## config.mk

```make
export PLATFORM = sky130hd
export DESIGN_NAME = iel_top
export DESIGN_NICKNAME = d
export VERILOG_FILES = /design/src/core/iel_pkg.sv /design/src/core/iel_sync.sv /design/src/core/iel_top.sv
export SDC_FILE = /design/constraint.sdc
export NUM_CORES = 1
export LEC_CHECK = 0
export ABC_AREA = 1
export BUFFER_PORTS_ARGS = -buffer_cell sky130_fd_sc_hd__buf_4
export CELL_PAD_IN_SITES_DETAIL_PLACEMENT = 0
export CELL_PAD_IN_SITES_GLOBAL_PLACEMENT = 1
export CORE_MARGIN = 2
export CORE_UTILIZATION = 41
export DETAILED_ROUTE_END_ITERATION = 7
export PLACE_DENSITY = 0.87
export SETUP_SLACK_MARGIN = 0.4
export SLEW_MARGIN = 20
export SYNTH_ARGS = -nofsm -noshare
export SYNTH_HDL_FRONTEND = slang
export SYNTH_SLANG_ARGS = --single-unit
```

## constraint.sdc

```tcl
create_clock -name clk_sys -period 1.9 [get_ports clk_sys]
set_input_delay 0.095 -clock clk_sys [delete_from_list [all_inputs] [get_ports clk_sys]]
set_output_delay 0.095 -clock clk_sys [all_outputs]
set_load 0.05 [all_outputs]
```

## src/core/iel_pkg.sv

```systemverilog
package iel_pkg;

	// ==========================================================
	// Register offsets
	localparam logic [7:0] ADDR_EVENT_FIRST  = 8'h00;
	localparam logic [7:0] ADDR_EVENT_SECOND = 8'h01;
	localparam logic [7:0] ADDR_MASK_FIRST   = 8'h04;
	localparam logic [7:0] ADDR_MASK_SECOND  = 8'h05;

	// ==========================================================
	// Reset values
	localparam logic [7:0] EVENT_RESET = 8'h00;
	localparam logic [7:0] MASK_RESET  = 8'hFF;

	// ==========================================================
	// Bit positions, first event register
	localparam int POS_NEG_OVERCURRENT = 0;
	localparam int POS_POS_OVERCURRENT = 1;
	localparam int POS_SHORT_CIRCUIT   = 2;
	localparam int POS_INPUT_OVERVOLT  = 4;
	localparam int POS_INPUT_UNDERVOLT = 5;
	localparam int POS_LOCKOUT         = 6;

	// Bit positions, second event register
	localparam int POS_POWER_GOOD      = 0;
	localparam int POS_CLOCK_SOURCE    = 1;
	localparam int POS_BUS_ERROR       = 2;
	localparam int POS_THERMAL_PREWARN = 4;
	localparam int POS_THERMAL_WARNING = 5;
	localparam int POS_THERMAL_SHUTDN  = 6;

	// Implemented bits; spare bits 7 and 3 stay zero
	localparam logic [7:0] EVENT_BITS_MASK = 8'h77;

	// ==========================================================
	// Sense vector layout
	localparam int SENSE_COUNT         = 11;
	localparam int SNS_NEG_OVERCURRENT = 0;
	localparam int SNS_POS_OVERCURRENT = 1;
	localparam int SNS_SHORT_CIRCUIT   = 2;
	localparam int SNS_INPUT_OVERVOLT  = 3;
	localparam int SNS_INPUT_UNDERVOLT = 4;
	localparam int SNS_LOCKOUT         = 5;
	localparam int SNS_POWER_GOOD      = 6;
	localparam int SNS_CLOCK_SOURCE    = 7;
	localparam int SNS_THERMAL_PREWARN = 8;
	localparam int SNS_THERMAL_WARNING = 9;
	localparam int SNS_THERMAL_SHUTDN  = 10;

	// ==========================================================
	// Timing: edges after reset release before sensed levels are valid
	localparam logic [1:0] PRIME_CYCLES = 2'h3;

endpackage

```

## src/core/iel_sync.sv

```systemverilog
`timescale 1ns/10ps
`default_nettype none

module iel_sync #(
	parameter int WIDTH = 1
) (
	// Clock and reset
	input  wire logic             clk_sys,
	input  wire logic             reset_n,
	// Asynchronous levels in, synchronised levels out
	input  wire logic [WIDTH-1:0] async_in,
	output logic      [WIDTH-1:0] sync_out
);

	typedef struct packed {
		logic [WIDTH-1:0] stage1;
		logic [WIDTH-1:0] stage2;
	} iel_sync_state_type;

	iel_sync_state_type state_reg;
	iel_sync_state_type state_next;

	always_comb begin
		state_next        = state_reg;
		state_next.stage1 = async_in;
		state_next.stage2 = state_reg.stage1;
	end

	always_ff @(posedge clk_sys) begin
		if (!reset_n) begin
			state_reg <= '0;
		end else begin
			state_reg <= state_next;
		end
	end

	assign sync_out = state_reg.stage2;

endmodule

`default_nettype wire

```

## src/core/iel_top.sv

```systemverilog
// Summary of operation
// Each event bit except bus error (second register bit 2) sets on any rising or falling change of its condition.
// Writing one clears an event bit; writing zero leaves it unchanged.
// First register bit 0 latches negative overcurrent until cleared.
// First register bit 1 latches high-side output overcurrent until cleared.
// First register bit 4 latches input overvoltage condition changes.
// First register bit 5 latches input undervoltage condition changes.
// Second register bit 0 latches power-good condition changes.
// Second register bit 1 latches switching frequency source changes.
// Second register bit 5 latches thermal warning condition changes.
// Robust mode: differing consecutive single-byte writes are discarded, bus error set.
// Mask registers, reset all ones, gate each latched event onto interrupt.
// Event register spare bits 7 and 3 read zero and ignore writes.
`timescale 1ns/10ps
`default_nettype none

module iel_top (
	// Clock and reset
	input  wire logic       clk_sys,
	input  wire logic       reset_n,
	// Real-time conditions from the analog side
	input  wire logic       neg_overcurrent_sense,
	input  wire logic       pos_overcurrent_sense,
	input  wire logic       short_circuit_sense,
	input  wire logic       input_overvolt_sense,
	input  wire logic       input_undervolt_sense,
	input  wire logic       lockout_sense,
	input  wire logic       power_good_sense,
	input  wire logic       clock_source_sense,
	input  wire logic       thermal_prewarn_sense,
	input  wire logic       thermal_warning_sense,
	input  wire logic       thermal_shutdown_sense,
	// Configuration
	input  wire logic       double_write_check_enable,
	// Register write port from the serial engine
	input  wire logic       wr_en,
	input  wire logic       wr_single,
	input  wire logic [7:0] wr_addr,
	input  wire logic [7:0] wr_data,
	// Register read port
	input  wire logic       rd_en,
	input  wire logic [7:0] rd_addr,
	output logic      [7:0] rd_data,
	// Confirmed writes for registers held elsewhere
	output logic            ext_wr_en,
	output logic      [7:0] ext_wr_addr,
	output logic      [7:0] ext_wr_data,
	// Unmasked event pending
	output logic            irq_pending
);

	import iel_pkg::*;

	typedef struct packed {
		logic [7:0]             event_first;
		logic [7:0]             event_second;
		logic [7:0]             mask_first;
		logic [7:0]             mask_second;
		logic [SENSE_COUNT-1:0] prev;
		logic [1:0]             prime;
		logic                   pend_valid;
		logic [7:0]             pend_addr;
		logic [7:0]             pend_data;
		logic [7:0]             rd_data;
		logic                   irq;
		logic                   ext_wr_en;
		logic [7:0]             ext_wr_addr;
		logic [7:0]             ext_wr_data;
	} iel_state_type;

	iel_state_type          state_reg;
	iel_state_type          state_next;
	logic [SENSE_COUNT-1:0] sense_raw;
	logic [SENSE_COUNT-1:0] sense_sync;

	// ==========================================================
	// Input synchronisation
	always_comb begin
		sense_raw                      = '0;
		sense_raw[SNS_NEG_OVERCURRENT] = neg_overcurrent_sense;
		sense_raw[SNS_POS_OVERCURRENT] = pos_overcurrent_sense;
		sense_raw[SNS_SHORT_CIRCUIT]   = short_circuit_sense;
		sense_raw[SNS_INPUT_OVERVOLT]  = input_overvolt_sense;
		sense_raw[SNS_INPUT_UNDERVOLT] = input_undervolt_sense;
		sense_raw[SNS_LOCKOUT]         = lockout_sense;
		sense_raw[SNS_POWER_GOOD]      = power_good_sense;
		sense_raw[SNS_CLOCK_SOURCE]    = clock_source_sense;
		sense_raw[SNS_THERMAL_PREWARN] = thermal_prewarn_sense;
		sense_raw[SNS_THERMAL_WARNING] = thermal_warning_sense;
		sense_raw[SNS_THERMAL_SHUTDN]  = thermal_shutdown_sense;
	end

	iel_sync #(
		.WIDTH (SENSE_COUNT)
	) u_sync (
		.clk_sys  (clk_sys),
		.reset_n  (reset_n),
		.async_in (sense_raw),
		.sync_out (sense_sync)
	);

	// ==========================================================
	// Next state
	always_comb begin
		logic [SENSE_COUNT-1:0] change;
		logic [7:0]             set_first;
		logic [7:0]             set_second;
		logic [7:0]             clr_first;
		logic [7:0]             clr_second;
		logic                   commit;
		logic                   bus_error;
		logic                   primed;
		change     = '0;
		set_first  = '0;
		set_second = '0;
		clr_first  = '0;
		clr_second = '0;
		commit     = 1'b0;
		bus_error  = 1'b0;
		primed     = (state_reg.prime == PRIME_CYCLES);
		state_next = state_reg;

		// Hold off edge detection until the synchroniser carries real levels
		state_next.prev = sense_sync;
		if (!primed) begin
			state_next.prime = state_reg.prime + 2'h1;
		end
		if (primed) begin
			change = sense_sync ^ state_reg.prev;
		end

		set_first[POS_NEG_OVERCURRENT]  = change[SNS_NEG_OVERCURRENT];
		set_first[POS_POS_OVERCURRENT]  = change[SNS_POS_OVERCURRENT];
		set_first[POS_SHORT_CIRCUIT]    = change[SNS_SHORT_CIRCUIT];
		set_first[POS_INPUT_OVERVOLT]   = change[SNS_INPUT_OVERVOLT];
		set_first[POS_INPUT_UNDERVOLT]  = change[SNS_INPUT_UNDERVOLT];
		set_first[POS_LOCKOUT]          = change[SNS_LOCKOUT];
		set_second[POS_POWER_GOOD]      = change[SNS_POWER_GOOD];
		set_second[POS_CLOCK_SOURCE]    = change[SNS_CLOCK_SOURCE];
		set_second[POS_THERMAL_PREWARN] = change[SNS_THERMAL_PREWARN];
		set_second[POS_THERMAL_WARNING] = change[SNS_THERMAL_WARNING];
		set_second[POS_THERMAL_SHUTDN]  = change[SNS_THERMAL_SHUTDN];

		// Write confirmation: a single-byte write waits for its twin
		if (wr_en) begin
			if (double_write_check_enable && wr_single) begin
				if (!state_reg.pend_valid) begin
					state_next.pend_valid = 1'b1;
					state_next.pend_addr  = wr_addr;
					state_next.pend_data  = wr_data;
				end else begin
					state_next.pend_valid = 1'b0;
					if (state_reg.pend_addr == wr_addr && state_reg.pend_data == wr_data) begin
						commit = 1'b1;
					end else begin
						bus_error = 1'b1;
					end
				end
			end else begin
				state_next.pend_valid = 1'b0;
				commit                = 1'b1;
			end
		end
		set_second[POS_BUS_ERROR] = bus_error;

		state_next.ext_wr_en   = 1'b0;
		state_next.ext_wr_addr = wr_addr;
		state_next.ext_wr_data = wr_data;
		if (commit) begin
			case (wr_addr)
				ADDR_EVENT_FIRST: begin
					clr_first = wr_data;
				end
				ADDR_EVENT_SECOND: begin
					clr_second = wr_data;
				end
				ADDR_MASK_FIRST: begin
					state_next.mask_first = wr_data;
				end
				ADDR_MASK_SECOND: begin
					state_next.mask_second = wr_data;
				end
				default: begin
					state_next.ext_wr_en = 1'b1;
				end
			endcase
		end

		// A new event in the clearing cycle survives the clear
		state_next.event_first  = ((state_reg.event_first & ~clr_first) | set_first)
		                          & EVENT_BITS_MASK;
		state_next.event_second = ((state_reg.event_second & ~clr_second) | set_second)
		                          & EVENT_BITS_MASK;

		// Mask bit one blocks its source
		state_next.irq = |(state_reg.event_first & ~state_reg.mask_first)
		               | |(state_reg.event_second & ~state_reg.mask_second);

		if (rd_en) begin
			case (rd_addr)
				ADDR_EVENT_FIRST: begin
					state_next.rd_data = state_reg.event_first;
				end
				ADDR_EVENT_SECOND: begin
					state_next.rd_data = state_reg.event_second;
				end
				ADDR_MASK_FIRST: begin
					state_next.rd_data = state_reg.mask_first;
				end
				ADDR_MASK_SECOND: begin
					state_next.rd_data = state_reg.mask_second;
				end
				default: begin
					state_next.rd_data = 8'h00;
				end
			endcase
		end
	end

	// ==========================================================
	// State register
	always_ff @(posedge clk_sys) begin
		if (!reset_n) begin
			state_reg              <= '0;
			state_reg.event_first  <= EVENT_RESET;
			state_reg.event_second <= EVENT_RESET;
			state_reg.mask_first   <= MASK_RESET;
			state_reg.mask_second  <= MASK_RESET;
		end else begin
			state_reg <= state_next;
		end
	end

	assign rd_data     = state_reg.rd_data;
	assign ext_wr_en   = state_reg.ext_wr_en;
	assign ext_wr_addr = state_reg.ext_wr_addr;
	assign ext_wr_data = state_reg.ext_wr_data;
	assign irq_pending = state_reg.irq;

endmodule

`default_nettype wire

```

# After elaboration in Yosys (flattened, before gate mapping)
# Cells that the tools add are included.
# word_totals
ff_bits,106
out_inout_bits,26
elab_cells,67
# classes
n_addsub,1
eq_ne,9
n_mux,17
bitwise,13
n_reduce_logical,11
# ops
operator,n
8-bit by 3-bit equality test with 1-bit output (second input constant),4
8-bit one-hot mux with 4 select lines,1
7-bit two-way mux,4
7-bit by 8-bit AND with 8-bit output,2
8-bit by 1-bit equality test with 1-bit output (second input constant),2
8-bit equality test,2
8-bit zero test,2
8-bit inverter,2
8-bit OR reduction,2
7-bit AND,2
7-bit inverter,2
7-bit OR,2
1-bit two-way mux,11
11-bit two-way mux,1
11-bit XOR,1
2-bit AND reduction,3
4-bit OR reduction,1
3-bit AND reduction,1
2-bit by 1-bit adder with 2-bit output (second input constant),1
2-bit equality test (second input constant),1
1-bit logical AND,2
1-bit inverter,1
1-bit OR,1

# Depth between registers and ports, before layout
# depth
word_depth,10
ltp_mapped,12

# Cells and area by module
# Synthesis repeated with hierarchy kept, for this count alone.
# unflattened
cells_unflattened,615
area_unflattened_um2,4418.0
# by_module_without_submodules
module,n_inst,cells_each,area_per_inst_um2,seq_area_each_um2
iel_top,1,547,3789.9,1681.6
iel_sync,1,68,628.1,440.4

# Worst setup path before layout
# OpenSTA, ideal clock, no wires.
# synth_timing
path_kind,register -> register
from,register state_reg[34] in the netlist's numbering
to,register state_reg[64] in the netlist's numbering
arrival_ps,1219
slack_ps,547
path_stages_with_launch,13
n_path_buf,1
period_less_slack_ps,1353
path_cell_list,dfxtp_1 -> inv_1 -> nand2_1 -> nand2_1 -> nor2_1 -> nand2_1 -> nor2_2 -> nand3_2 -> nand2_4 -> buf_12 -> nand2_4 -> nand2_1 -> nand3_1
# synth_via
elab_chain_cells,7
# synth_rtl
item,line_no,rtl
"start, declared",iel_top.sv:71,iel_state_type state_reg;
"start signal, assigned",iel_top.sv:230,state_reg <= state_next;
8-bit equality test,iel_top.sv:153,if (state_reg.pend_addr == wr_addr && state_reg.pend_data == wr_data) begin
1-bit logical AND,iel_top.sv:153,
1-bit two-way mux,iel_top.sv:153,
1-bit two-way mux,iel_top.sv:147,if (!state_reg.pend_valid) begin
1-bit two-way mux,iel_top.sv:146,if (double_write_check_enable && wr_single) begin
1-bit two-way mux,iel_top.sv:145,if (wr_en) begin
2-bit AND reduction (no line),-,
# No other way between the ends.
# A chain may end at the register's enable or synchronous reset.

# Final worst setup path
# layout_timing
from,register state_reg[29] in the netlist's numbering
to,register state_reg[82] in the netlist's numbering
# layout_via
elab_chain_cells,10
# layout_rtl
item,line_no,rtl
8-bit equality test,iel_top.sv:153,
1-bit logical AND,iel_top.sv:153,
1-bit two-way mux,iel_top.sv:153,
1-bit two-way mux,iel_top.sv:147,
1-bit two-way mux,iel_top.sv:146,
1-bit two-way mux,iel_top.sv:145,
7-bit two-way mux,iel_top.sv:169,if (commit) begin
7-bit inverter,iel_top.sv:190,state_next.event_first = ((state_reg.event_first & ~clr_first) | set_first)
7-bit AND,iel_top.sv:190,
7-bit OR,iel_top.sv:190,
# No other way between the ends.

==> reports/metrics.csv <==
stage,metric,value,unit
run_status,status,completed,
yosys,sequential share of the synthesized area,47.5,%
yosys,largest area contributor in the netlist,dfxtp_1,
route,DR DRC count,0,
yosys,synth top area cells,"dfxtp_1 (48%), nand2_1 (15%), inv_1 (8.2%)",
worst_hold_path,worst min path class,in2reg,
sta,Max-slew headroom,47.2,%
route,routed wire length,10200,µm
pwr,Lkg Pwr,0.00285,µW
die,Rows,38,
layout,multi-input logic area,1820,µm²
route,Iteration-0 DRC Markers,237,
pwr,register share of total power,53.8,%
setup_path,Crit. End Element,flop,
layout,ant diodes,0,
route,Via density,4.62,
sta,TNS Setup,0,ps
die,IO Pins,67,
yosys,Synth top area share,47.5,%
die,die area,11700,µm²
clock_tree,CTS max path bufs,2,
layout,Area Overhead vs Synth,27.7,%
setup_path,kind of critical path,reg2reg,
layout,Final Net Count,749,
pwr,maximum vdd drop,0.354,mV
global_routing,gr usage total,18.0,%
placed_design,Post-DP HPWL,6760,µm
yosys,synth warn,0,
yosys,ys async rst share,0,%
yosys,"Top FF cell, synth",dfxtp_1,
route,vias,3940,
layout,post-route design area,5700,µm²
clock_tree,clock sink count,106,
clock_tree,CTS tree,built,
clock_tree,Skew-Pair Late Insertion Delay,390,ps
sta,Final min period,1550,ps
global_routing,Overflow after GRT,0,
clock_tree,H-tree depth,3,
die,Die Wd,108,µm
sta,Peak Freq,644,MHz
layout,register area,2130,µm²
yosys,"Avg Cell Area, Syn",7.18,µm²
placed_design,dpl cell area,4910,µm²
setup_path,"Req. time, crit path",2180,ps
worst_hold_path,Hold Path Origin,wr_data[2],
pwr,Clk pwr share,33.6,%
layout,layout filler cell count,1085,
sta,Max Slew Vio Count,0,
clock_tree,total CTS buffers,9,
sta,worst hold margin,9.55,ps
global_routing,first-pass GRT wire length,16800,µm
global_routing,number of global-route vias before repair,3588,
sta,Final setup viols,0,
setup_path,startpoint types,flop,
setup_path,reg2reg start,state_reg[29],
setup_path,origin of the worst setup path,state_reg[29],
pwr,switch share,29.4,%
global_routing,pin count of the biggest net entering global routing,46,
pwr,combinational fraction of design power,12.6,%
yosys,Syn Std Cell Area,4470,µm²
clock_tree,clk root buf,clkbuf_8,
yosys,top-count cell post-synth,nand2_1,
die,CORE AREA,10700,µm²
route,Routed WL per cell,11.9,µm
pwr,Power Density,768,nW/µm²
setup_path,Crit Path Max Fanout,7,
pwr,cell-internal power,3090,µW
layout,max FFs per register,58,
yosys,Post-synth top cells,"nand2_1 (183), dfxtp_1 (106), inv_1 (97)",
sta,RSZ-0062 raised after global routing,yes,
die,Die Y,108,µm
yosys,syn_nets,664,
sta,final setup skew,12.9,ps
flow_run,Max Cap Viol,0,
placed_design,PortBufs,66,
route,Pre-antenna DRT Iters,5,
yosys,Synth cell types,28,
global_routing,initial antenna violation count,0,
sta,fin crit share,81.7,%
yosys,"EDFF count, synth",0,
layout,share of cells above drive strength 1,20.4,%
setup_path,Worst EP arrival,1830,ps
sta,Final Hold Fails,0,
yosys,Mapped Cells,622,
clock_tree,Worst-path clk slew,110,ps
placed_design,RD Place Congestion,0.857,
die,Initial Util,41.6,%
route,"antenna viol nets, final",0,
pwr,Psw,1290,µW
sta,worst-margin pin slew,786,ps
yosys,Yosys reg bits,106,
[path summary, 6_finish.rpt]
| path | to | slack [ps] | depth (start not counted) |
|---|---|---|---|
| max | state_reg[82] | 350 | 12 |
| min | state_reg[66] | 10 | 3 |
| max reg2reg | state_reg[82] | 350 | 12 |
| min reg2reg | u_sync.sync_out[5] | 420 | 2 |
[layout by cell type, fill, tap and decap left out, drive strengths merged]
| master | instances |
|---|---|
| dlygate4sd3 | 38 |
| buf | 75 |
| o22ai | 3 |
| nand2 | 189 |
| clkbuf | 9 |
| nand3 | 38 |
| a221oi | 1 |
| clkinv | 3 |
| nor3 | 5 |
| dfxtp | 106 |
| a31o | 1 |
| nor2 | 37 |
| xor2 | 2 |
| or2 | 2 |
| nand4 | 1 |
| dlymetal6s4s | 1 |
| ha | 1 |
| nor4 | 1 |
| a22o | 2 |
| o21ai | 43 |
| inv | 106 |
| a21oi | 48 |
[stage by stage]
| stage | util [%] | power [µW] | instances | worst slack (ps) |
|---|---|---|---|---|
| 2_1_floorplan | - | 2720 | 622 | 547 |
| 3_3_place_gp | 45.7 | 2860 | 792 | 334 |
| 3_5_place_dp | 45.7 | 2870 | 792 | 280 |
| 4_1_cts | 52.1 | 4420 | 850 | 346 |
| 6_report | 53.1 | 4380 | 852 | 348 |
| 5_1_grt | 53.1 | 4580 | 852 | 206 |
[layer usage]
layer  up-vias  wire length (µm)  GRT usage [%]  share of wire [%]
met1      1778              4570           22.3                 45
met5         -                 0              0                  0
met3        15               446           3.74                4.4
met4         0               166           5.68                1.6
met2        82              4990           31.3                 49
li1       2065                 -              -                  -
[area by class of cell]
| type | instances | share of cell area, % |
|---|---|---|
| Clock buffer | 9 | 2.17 |
| Timing Repair Buffer | 114 | 17.0 |
| Clock inverter | 7 | 1.69 |
| Multi-Input combinational cell | 374 | 32.0 |
| Tap cell | 140 | 3.07 |
| Sequential cell | 106 | 37.4 |
| Inverter | 102 | 6.71 |
[power groups by stage]
stage	Clock, µW	Combinational (µW)	Sequential, µW
6_report	1470	551	2360
5_1_grt	1600	608	2370
4_1_cts	1520	542	2350
3_5_place_dp	0	466	2400
3_3_place_gp	0	457	2400
2_1_floorplan	0	326	2400
[cells by family after synthesis]
group           share of synthesized area (%)
xor+xnor                                0.392
fa+ha+maj                               0.280
simple gates                             25.7
compound gates                           11.4
buf+inv                                  14.7
flops                                    47.5
[critical path, cell delays in order, from the launching register on]
cell and delay [ps]:
dfxtp_2 360, inv_2 30, nand2_1 40, nand2_1 50, nor2_1 110, nand2_1 90
nor2_4 160, nand3_4 170, buf_12 180, nand2_8 90, nand2_2 60, nand2_1 60
a21oi_1 50
[timing repair]
action,in CTS,in global routing
setup endpoints to repair,28,28
gates resized for setup,11,28
cloned,2,0
hold endpoints to repair,38,0
setup buffers,1,2
pin swaps,4,8
hold buffers,39,0
Power figures use the tool's default switching activity.
